[src/rtl/tpc_consts.svh]
// Offsets, field positions, reset values and the prescaler width for the timer prescaler block
`ifndef TPC_CONSTS_SVH
`define TPC_CONSTS_SVH
`define TPC_OFS_COMPARE 12'h000
`define TPC_OFS_MASK 12'h004
`define TPC_OFS_FLAGS 12'h008
`define TPC_OFS_SFC 12'h00C
`define TPC_OFS_CLKSEL 12'h010
`define TPC_OFS_STATUS 12'h014
`define TPC_BIT_CMP 0
`define TPC_BIT_OVF 1
`define TPC_BIT_PSR 0
`define TPC_BIT_APSR 1
`define TPC_BIT_TSM 7
`define TPC_RST_COMPARE 8'h00
`define TPC_RST_MASK 8'h00
`define TPC_RST_SFC 8'h00
`define TPC_PRESCALE_W 10
`endif

[src/rtl/tpc_pkg.sv]
// Types shared by the timer prescaler block
`default_nettype none
package tpc_pkg;
   typedef enum logic [2:0] {
      CS_STOP = 3'h0, CS_DIRECT = 3'h1, CS_DIV8 = 3'h2, CS_DIV64 = 3'h3,
      CS_DIV256 = 3'h4, CS_DIV1024 = 3'h5, CS_EXT_FALL = 3'h6, CS_EXT_RISE = 3'h7
   } tpc_clksel_t;
   typedef enum logic [1:0] {
      WG_NORMAL = 2'h0, WG_PHASE_PWM = 2'h1, WG_CTC = 2'h2, WG_FAST_PWM = 2'h3
   } tpc_wgm_t;
endpackage : tpc_pkg
`default_nettype wire

[src/rtl/tpc_timer_prescaler.sv]
// Shared prescaler, external clock sampling and 8-bit compare flags with APB registers
//
// Added by the designer: the register addresses and the APB interface to the registers.
`include "tpc_consts.svh"
`default_nettype none
module tpc_timer_prescaler
   import tpc_pkg::*;
(
   // Clock and reset
   input wire logic refClk,
   input wire logic reset,
   // APB slave
   input wire logic psel,
   input wire logic penable,
   input wire logic pwrite,
   input wire logic [11:0] paddr,
   input wire logic [31:0] pwdata,
   output logic [31:0] prdata,
   output logic pready,
   output logic pslverr,
   // CPU side
   input wire logic globalIrqEnable,
   input wire logic overflowVectorTaken,
   input wire logic compareVectorTaken,
   output logic overflowIrq,
   output logic compareIrq,
   // Counter core link
   input wire logic [7:0] counterValue8bit,
   input wire logic counterWrap,
   input wire logic counterBottomTurn,
   input wire logic [1:0] waveMode,
   output logic compareMatch,
   output logic [7:0] compareValue8bit,
   // Timer clock enables: 0 = 8-bit timer, 1 = timer1, 2 = timer3
   output logic [2:0] timerTick,
   output logic asyncPrescalerReset,
   // External clock pins for timer0 and timer1
   input wire logic [1:0] externalClockPin
);

   // Tap index for a clock select value; third timer maps 6/7 to /16 and /32
   function automatic logic tapHit(input logic [2:0] sel, input logic [9:0] cnt,
                                   input logic third);
      logic hit;
      hit = 1'b0;
      case (sel)
         CS_DIRECT: hit = 1'b1;
         CS_DIV8: hit = (cnt[2:0] == 3'h7);
         CS_DIV64: hit = (cnt[5:0] == 6'h3F);
         CS_DIV256: hit = (cnt[7:0] == 8'hFF);
         CS_DIV1024: hit = (cnt == 10'h3FF);
         CS_EXT_FALL: hit = third & (cnt[3:0] == 4'hF);
         CS_EXT_RISE: hit = third & (cnt[4:0] == 5'h1F);
         default: hit = 1'b0;
      endcase
      return hit;
   endfunction

   // Register state
   logic [7:0] compareQ, compareD;
   logic [7:0] maskQ, maskD;
   logic ovfFlagQ, ovfFlagD, cmpFlagQ, cmpFlagD;
   logic tsmQ, tsmD, psrQ, psrD, apsrQ, apsrD;
   logic [5:0] otherSfcQ, otherSfcD;
   logic [8:0] clkSelQ, clkSelD;
   logic [9:0] prescaleQ, prescaleD;
   logic [31:0] prdataQ, prdataD;
   logic [2:0] syncA0Q, syncB0Q, syncC0Q, syncA1Q, syncB1Q, syncC1Q;
   logic [1:0] pinLevelQ, pinLevelD, pinPrevQ;
   logic cmpPrevQ;
   logic wrEn, rdEn, addrOk;
   logic [2:0] sel0, sel1, sel3;
   logic [1:0] rise, fall;

   assign wrEn = psel & penable & pwrite;
   // Read data is registered in the setup cycle so it stands at the access edge
   assign rdEn = psel & ~penable & ~pwrite;
   assign addrOk = (paddr == `TPC_OFS_COMPARE) || (paddr == `TPC_OFS_MASK) ||
                   (paddr == `TPC_OFS_FLAGS) || (paddr == `TPC_OFS_SFC) ||
                   (paddr == `TPC_OFS_CLKSEL) || (paddr == `TPC_OFS_STATUS);
   assign pready = 1'b1;
   assign pslverr = psel & penable & ~addrOk;
   assign prdata = prdataQ;
   assign sel0 = clkSelQ[2:0];
   assign sel1 = clkSelQ[5:3];
   assign sel3 = clkSelQ[8:6];

   // Compare match pulses on the first cycle the counter value equals the compare value
   assign compareMatch = (counterValue8bit == compareQ) & ~cmpPrevQ;
   assign compareValue8bit = compareQ;
   assign asyncPrescalerReset = apsrQ;

   // Interrupt requests
   assign overflowIrq = maskQ[`TPC_BIT_OVF] & globalIrqEnable & ovfFlagQ;
   assign compareIrq = maskQ[`TPC_BIT_CMP] & globalIrqEnable & cmpFlagQ;

   // Edge detection on the third-stage level, no prescaler on this path
   assign rise = pinLevelQ & ~pinPrevQ;
   assign fall = ~pinLevelQ & pinPrevQ;

   // Timer tick selection
   always_comb begin
      timerTick[0] = tapHit(sel0, prescaleQ, 1'b0);
      timerTick[1] = tapHit(sel1, prescaleQ, 1'b0);
      timerTick[2] = tapHit(sel3, prescaleQ, 1'b1);
      if (sel0 == CS_EXT_RISE) begin
         timerTick[0] = rise[0];
      end else if (sel0 == CS_EXT_FALL) begin
         timerTick[0] = fall[0];
      end
      if (sel1 == CS_EXT_RISE) begin
         timerTick[1] = rise[1];
      end else if (sel1 == CS_EXT_FALL) begin
         timerTick[1] = fall[1];
      end
      if (psrQ) begin
         timerTick = 3'h0;
      end
   end

   // Register file next state
   always_comb begin
      compareD = compareQ;
      maskD = maskQ;
      tsmD = tsmQ;
      psrD = tsmQ ? psrQ : 1'b0;
      apsrD = tsmQ ? apsrQ : 1'b0;
      otherSfcD = otherSfcQ;
      clkSelD = clkSelQ;
      ovfFlagD = ovfFlagQ;
      cmpFlagD = cmpFlagQ;
      prdataD = prdataQ;
      if (overflowVectorTaken) begin
         ovfFlagD = 1'b0;
      end
      if (compareVectorTaken) begin
         cmpFlagD = 1'b0;
      end
      if (wrEn) begin
         case (paddr)
            `TPC_OFS_COMPARE: compareD = pwdata[7:0];
            `TPC_OFS_MASK: maskD = pwdata[7:0];
            `TPC_OFS_FLAGS: begin
               if (pwdata[`TPC_BIT_OVF]) begin
                  ovfFlagD = 1'b0;
               end
               if (pwdata[`TPC_BIT_CMP]) begin
                  cmpFlagD = 1'b0;
               end
            end
            `TPC_OFS_SFC: begin
               tsmD = pwdata[`TPC_BIT_TSM];
               otherSfcD = pwdata[6:1];
               psrD = pwdata[`TPC_BIT_PSR] & pwdata[`TPC_BIT_TSM];
               apsrD = pwdata[`TPC_BIT_APSR];
            end
            `TPC_OFS_CLKSEL: clkSelD = pwdata[8:0];
            default: ;
         endcase
         // Writing one to the reset bit outside sync mode pulses it once
         if (paddr == `TPC_OFS_SFC && !pwdata[`TPC_BIT_TSM]) begin
            psrD = pwdata[`TPC_BIT_PSR];
            apsrD = pwdata[`TPC_BIT_APSR];
            if (tsmQ) begin
               psrD = 1'b0;
               apsrD = 1'b0;
            end
         end
      end
      // Hardware sets win over any clear in the same cycle
      if ((waveMode == WG_PHASE_PWM) ? counterBottomTurn : counterWrap) begin
         ovfFlagD = 1'b1;
      end
      if (compareMatch) begin
         cmpFlagD = 1'b1;
      end
      if (rdEn) begin
         case (paddr)
            `TPC_OFS_COMPARE: prdataD = {24'h000000, compareQ};
            `TPC_OFS_MASK: prdataD = {24'h000000, maskQ};
            `TPC_OFS_FLAGS: prdataD = {30'h00000000, ovfFlagQ, cmpFlagQ};
            `TPC_OFS_SFC: prdataD = {24'h000000, tsmQ, otherSfcQ[5:1], apsrQ, psrQ};
            `TPC_OFS_CLKSEL: prdataD = {23'h000000, clkSelQ};
            `TPC_OFS_STATUS: prdataD = {22'h000000, prescaleQ};
            default: prdataD = 32'h00000000;
         endcase
      end
   end

   // Free-running prescaler, cleared only by reset and the shared reset bit
   always_comb begin
      prescaleD = prescaleQ + 10'h001;
      if (psrQ) begin
         prescaleD = 10'h000;
      end
   end

   // Pin sampling: latch stage, two registers, level taken when they agree
   always_comb begin
      pinLevelD = pinLevelQ;
      if (syncB0Q[0] == syncC0Q[0]) begin
         pinLevelD[0] = syncC0Q[0];
      end
      if (syncB1Q[0] == syncC1Q[0]) begin
         pinLevelD[1] = syncC1Q[0];
      end
   end

   // State registers
   always_ff @(posedge refClk) begin
      if (reset) begin
         compareQ <= `TPC_RST_COMPARE;
         maskQ <= `TPC_RST_MASK;
         tsmQ <= 1'b0;
         psrQ <= 1'b0;
         apsrQ <= 1'b0;
         otherSfcQ <= 6'h00;
         clkSelQ <= 9'h000;
         ovfFlagQ <= 1'b0;
         cmpFlagQ <= 1'b0;
         prdataQ <= 32'h00000000;
         prescaleQ <= 10'h000;
         syncA0Q <= 3'h0;
         syncB0Q <= 3'h0;
         syncC0Q <= 3'h0;
         syncA1Q <= 3'h0;
         syncB1Q <= 3'h0;
         syncC1Q <= 3'h0;
         pinLevelQ <= 2'h0;
         pinPrevQ <= 2'h0;
         cmpPrevQ <= 1'b0;
      end else begin
         compareQ <= compareD;
         maskQ <= maskD;
         tsmQ <= tsmD;
         psrQ <= psrD;
         apsrQ <= apsrD;
         otherSfcQ <= otherSfcD;
         clkSelQ <= clkSelD;
         ovfFlagQ <= ovfFlagD;
         cmpFlagQ <= cmpFlagD;
         prdataQ <= prdataD;
         prescaleQ <= prescaleD;
         syncA0Q <= {2'h0, externalClockPin[0]};
         syncB0Q <= syncA0Q;
         syncC0Q <= syncB0Q;
         syncA1Q <= {2'h0, externalClockPin[1]};
         syncB1Q <= syncA1Q;
         syncC1Q <= syncB1Q;
         pinLevelQ <= pinLevelD;
         pinPrevQ <= pinLevelQ;
         cmpPrevQ <= (counterValue8bit == compareQ);
      end
   end

endmodule // tpc_timer_prescaler
`default_nettype wire

[config.mk]
export PLATFORM = sky130hd
export DESIGN_NAME = tpc_timer_prescaler
export DESIGN_NICKNAME = d
export VERILOG_FILES = /design/src/rtl/tpc_pkg.sv /design/src/rtl/tpc_timer_prescaler.sv
export VERILOG_INCLUDE_DIRS = /design/src /design/src/rtl
export SDC_FILE = /design/constraint.sdc
export NUM_CORES = 1
export LEC_CHECK = 0
export CAP_MARGIN = 40
export CORE_UTILIZATION = 40
export DETAILED_ROUTE_END_ITERATION = 8
export DONT_BUFFER_PORTS = 1
export GPL_ROUTABILITY_DRIVEN = 0
export PLACE_DENSITY = 0.63
export SLEW_MARGIN = 20
export SYNTH_ARGS = -nofsm -noshare
export SYNTH_HDL_FRONTEND = slang
export SYNTH_SLANG_ARGS = --single-unit
[constraint.sdc]
create_clock -name refClk -period 5 [get_ports refClk]
set_input_delay 1.5 -clock refClk [delete_from_list [all_inputs] [get_ports refClk]]
set_output_delay 1.5 -clock refClk [all_outputs]
set_load 0.01 [all_outputs]
### Yosys cells after proc, flatten, opt, wreduce, memory -nomap -nowiden

Cells that the tools add are included.

| word-level totals | value |
|---|---|
| word-level logic and storage cells | 120 |
| memories kept | 0 |
| RAM bits | 0 |
| flip-flop bits (word level) | 89 |
| bits in latches | 0 |
| memory bits (read-only) | 0 |

| operators by class | value |
|---|---|
| reductions and logical operators | 13 |
| mux-type cells | 30 |
| eq/ne operators | 36 |
| bitwise gates (word level) | 19 |
| shift-type cells | 0 |
| $mul | 0 |
| div/mod/pow operators | 0 |
| $lt $le $gt $ge | 0 |
| add/subtract/negate cells | 1 |

Operators by type and width:

| cell | number |
|---|---|
| 10-bit one-hot mux with 6 select lines | 1 |
| 3-bit equality test (second input constant) | 13 |
| 1-bit 2-to-1 mux | 25 |
| 12-bit by 4-bit equality test with 1-bit output (second input constant) | 2 |
| 12-bit by 5-bit equality test with 1-bit output (second input constant) | 2 |
| 3-bit by 2-bit equality test with 1-bit output (second input constant) | 6 |
| 12-bit by 3-bit equality test with 1-bit output (second input constant) | 1 |
| 12-bit zero test | 1 |
| 1-bit bitwise AND | 11 |
| 10-bit by 1-bit adder with 10-bit output (second input constant) | 1 |
| 10-bit equality test (second input constant) | 1 |
| 1-bit one-hot mux with 5 select lines | 2 |
| 3-bit by 1-bit equality test with 1-bit output (second input constant) | 3 |
| 8-bit equality test | 1 |
| 8-bit equality test (second input constant) | 1 |
| 2-bit AND reduction | 4 |
| 1-bit one-hot mux with 7 select lines | 1 |
| 6-bit equality test (second input constant) | 1 |
| 5-bit equality test (second input constant) | 1 |
| 1-bit logical OR | 5 |
| 2-bit bitwise AND | 2 |
| 4-bit equality test (second input constant) | 1 |
| 1-bit inverter | 4 |
| 2-bit inverter | 2 |
| other kinds (6) | 7 |

### Logic depth before layout (Yosys ltp)

| depth | value |
|---|---|
| depth after elaboration | 8 |
| mapped depth | 6 |

### Least setup slack after synthesis

No wires, ideal clock.

| timing | value |
|---|---|
| path kind | in2out |
| start point | input paddr[3] |
| end point | output pslverr |
| stages on the path | 3 |
| arrival | 2195 ps |
| path slack | 1305 ps |
| path through | clkbuf_1 -> a21oi_1 -> a31oi_1 |

| on the way | value |
|---|---|
| longest elaborated chain between the ends | 8 |

RTL lines:

| item | RTL line | text |
|---|---|---|
| from (decl) | tpc_timer_prescaler.sv:16 | `input wire logic [11:0] paddr,` |
| 12-bit by 3-bit equality test with 1-bit output / 12-bit zero test (equally long branches) | n/a |  |
| 1-bit logical OR (4 in a row) | tpc_timer_prescaler.sv:78 | `` assign addrOk = (paddr == `TPC_OFS_COMPARE) \|\| (paddr == `TPC_OFS_MASK) \|\| `` |
| 1-bit logical OR (*) | tpc_timer_prescaler.sv:78 |  |
| 1-bit inverter (*) | tpc_timer_prescaler.sv:82 | `assign pslverr = psel & penable & ~addrOk;` |
| 1-bit bitwise AND (*) | tpc_timer_prescaler.sv:82 |  |
| to (decl) | tpc_timer_prescaler.sv:20 | `output logic pslverr,` |

Every way passes the cells marked *; elsewhere a longest branch is shown, timed or not.

### Worst setup path in the final report

| timing | value |
|---|---|
| start point | input counterValue8bit[7] |
| end point | output compareMatch |

| on the way | value |
|---|---|
| longest elaborated chain between the ends | 2 |

RTL lines:

| item | RTL line | text |
|---|---|---|
| from (decl) | tpc_timer_prescaler.sv:28 | `input wire logic [7:0] counterValue8bit,` |
| 8-bit equality test | tpc_timer_prescaler.sv:89 | `assign compareMatch = (counterValue8bit == compareQ) & ~cmpPrevQ;` |
| 1-bit bitwise AND | tpc_timer_prescaler.sv:89 |  |
| to (decl) | tpc_timer_prescaler.sv:32 | `output logic compareMatch,` |

Every way passes these cells.

==> impl_metrics.yaml <==
floorplanning:
  dieArea_mm2: 0.00876
  io_pins: 115
  coreArea_mm2: 0.00818
  rows: 33
  die_w_um: 93.6
  start_util_pct: 41.1
  chipHeight_um: 93.6
min_path:
  whs_path_depth: 1
  hold_path_startpoint: "syncA1Q[0]"
  hp-class: "reg -> reg"
  holdPathEnd: "syncB1Q[0]"
clocking:
  clkSlewWorstSetupHoldPaths_ps: 80
  cts_max_level: 3
  clock_latency_ps: 350
  cts_resized: 0
  holdBufCountCts: 0
  clockRootBuffer: "clkbuf_8"
  post_cts_buffers: 0
  cts.path.max_buffers: 2
  cts_tree: "built"
  cts.sinks: 66
  cts_buffers: 9
synthesis:
  synth_edf_count: 0
  synth_cells: 357
  ys.flop_type: "dfxtp_1"
  seq_area_frac_synth_pct: 39.4
  syn_avg_cell_area_um2: 9.40
  ys_ff_latch: 66
  yosysWarningCount: 0
  netlist_area_mm2: 0.00336
  async_reset_ff_share_pct: 0
  synth_cell_types: 49
pwr:
  p_leak_uw: 0.00154
  powerDensity_mw_per_mm2: 283
  peakVddDrop_mv: 0.139
worst_setup_path:
  rrSetupSlack_ps: 3480
  cp-start-kind: "input port"
  cp_max_fo: 3
  r2r_start: "prescaleQ[0]"
  end_kind: "primary output"
  worst-setup-path-type: "in -> out"
  reg2reg_to: "prescaleQ[8]"
  r2r_cells: 5
  cp.required_ps: 3500
  arrival_ps: 2430
place:
  hpwlAfterDp_um: 5840
  placed_cell_area_mm2: 0.00335
  dp.cells: 446
  port_buffers: 0
run_status:
  status: "complete, no violations"
drt:
  finalWirelength_um: 7790
  drc: 0
  num_vias: 2532
  wl_per_cell_um: 16.9
  first_pass_iters: 4
  ant_nets: 0
  dr.first_iter.drc_count: 143
  via_per_inst: 5.48
cells_and_area:
  drive_above_1_share_pct: 8.12
  final_cells: 462
  fillers: 804
  nets: 420
  seqCellArea_mm2: 0.00132
  design_area_mm2: 0.00353
  area_growth_pct: 5.29
  diodes: 0
  multi_input_area_mm2: 0.00184
global_route:
  grt_pass1_wl_um: 12500
  grt_max_degree: 29
  antenna_found_initial: 0
  track_usage_pct: 19.1
  grt_pass1_vias: 2428
  grt_overflow_total: 0
sta:
  min_period_over_period_pct: 78.6
  hold_viol: 0
  max_clock_freq_mhz: 255
  period_minus_slack_ps: 3930
  slew_headroom_pct: 47.6
  skew_ps: 12.3
  tns_ps: 0
  tightest_slew_ps: 784
  grt_setup_unrepaired: "no"
  setup_violations: 0
  maxSlewViolCount: 0
run:
  maxCapViolations: 0
==> cell usage after synthesis (4+ instances only) <==
cell type / n / share of area, %
a21o_1: 10 / 2.2
a21oi_1: 13 / 1.9
a32o_1: 6 / 1.8
and3_1: 5 / 0.93
buf_4: 23 / 5.1
clkbuf_1: 13 / 1.5
dfxtp_1: 66 / 39
inv_1: 8 / 0.89
mux2i_1: 32 / 9.5
mux4_1: 6 / 4.7
nand2_1: 43 / 4.8
nand3_1: 4 / 0.60
nand4_1: 5 / 0.93
nor2_1: 29 / 3.2
nor2b_1: 11 / 2.1
nor3_1: 6 / 0.89
nor4_1: 4 / 0.75
o21ai_0: 6 / 0.89
xor2_1: 12 / 3.1
==> worst max-delay path by stage <==
stage / slack (ps) / end / depth (start not counted) / startpoint
2_1_floorplan: 1310 / pslverr / 3 / paddr[3]
3_3_place_gp: 1050 / compareMatch / 4 / counterValue8bit[7]
3_5_place_dp: 1070 / compareMatch / 4 / counterValue8bit[7]
4_1_cts: 1070 / compareMatch / 4 / counterValue8bit[7]
5_1_grt: 970 / compareMatch / 4 / counterValue8bit[7]
6_report: 1070 / compareMatch / 4 / counterValue8bit[7]
==> cells in the final DEF, fill, tap and decap left out, types with 8 or more instances in the layout <==
cell type / instances
mux2i_1: 32
nand2_1: 43
clkbuf_8: 9
nor2_1: 29
nor2b_1: 11
conb_1: 23
a21o_1: 10
a21oi_1: 13
inv_1: 8
dfxtp_1: 66
xor2_1: 12
==> metrics by stage <==
step / utilization (%) / hold WS, ps / total power, µW / setup WS [ps]
2_1_floorplan: - / 414 / 604 / 1310
3_3_place_gp: 40.6 / 418 / 589 / 1050
3_5_place_dp: 41.0 / 425 / 593 / 1070
4_1_cts: 43.2 / 444 / 1010 / 1070
5_1_grt: 43.2 / 451 / 1040 / 971
6_report: 43.2 / 437 / 1000 / 1070
==> metal layers <==
| metal | vias to the layer above | track usage [%] | wire (µm) |
|---|---|---|---|
| met5 | - | 0 | 0 |
| met4 | 0 | 6.54 | 68 |
| met3 | 4 | 4.88 | 627 |
| met2 | 97 | 28.7 | 3470 |
| met1 | 1215 | 26.6 | 3620 |
| li1 | 1216 | - | - |
==> registers in the layout, summed over array words and instances (netlist names), 2 cells and up <==
signal / cells
clkSelQ: 9
compareValue8bit: 8
maskQ: 8
otherSfcQ: 5
pinLevelQ: 2
pinPrevQ: 2
prdata: 10
prescaleQ: 10
==> cells by family after synthesis <==
family / Yosys count / synth area share [%]
xor+xnor: 15 / 3.91
other cells: 2 / 0.224
mux: 44 / 17.1
fa+ha+maj: 2 / 0.745
flops: 66 / 39.4
simple gates: 131 / 20.1
compound gates: 50 / 10.2
buf+inv: 47 / 8.27
==> power by group <==
| group | internal [µW] | switching, µW |
|---|---|---|
| Sequential | 531 | 4.47 |
| Combinational | 17.9 | 27.5 |
| Clock | 188 | 232 |
==> critical path, stage by stage <==
cell and delay [ps]:
xor2_1 130, nor4_1 380, nand2_1 190, nor2_1 230
==> final cells by class <==
cell class / count / share of cell area, %
clock buffers: 9 / 3.50
clock inverters: 7 / 1.70
inverters: 9 / 0.956
multi-input cells: 265 / 52.0
flip-flops and latches: 66 / 37.4
well taps: 105 / 3.72
repair buffers: 1 / 0.779
Note: power is estimated with default switching activity, not from simulation.
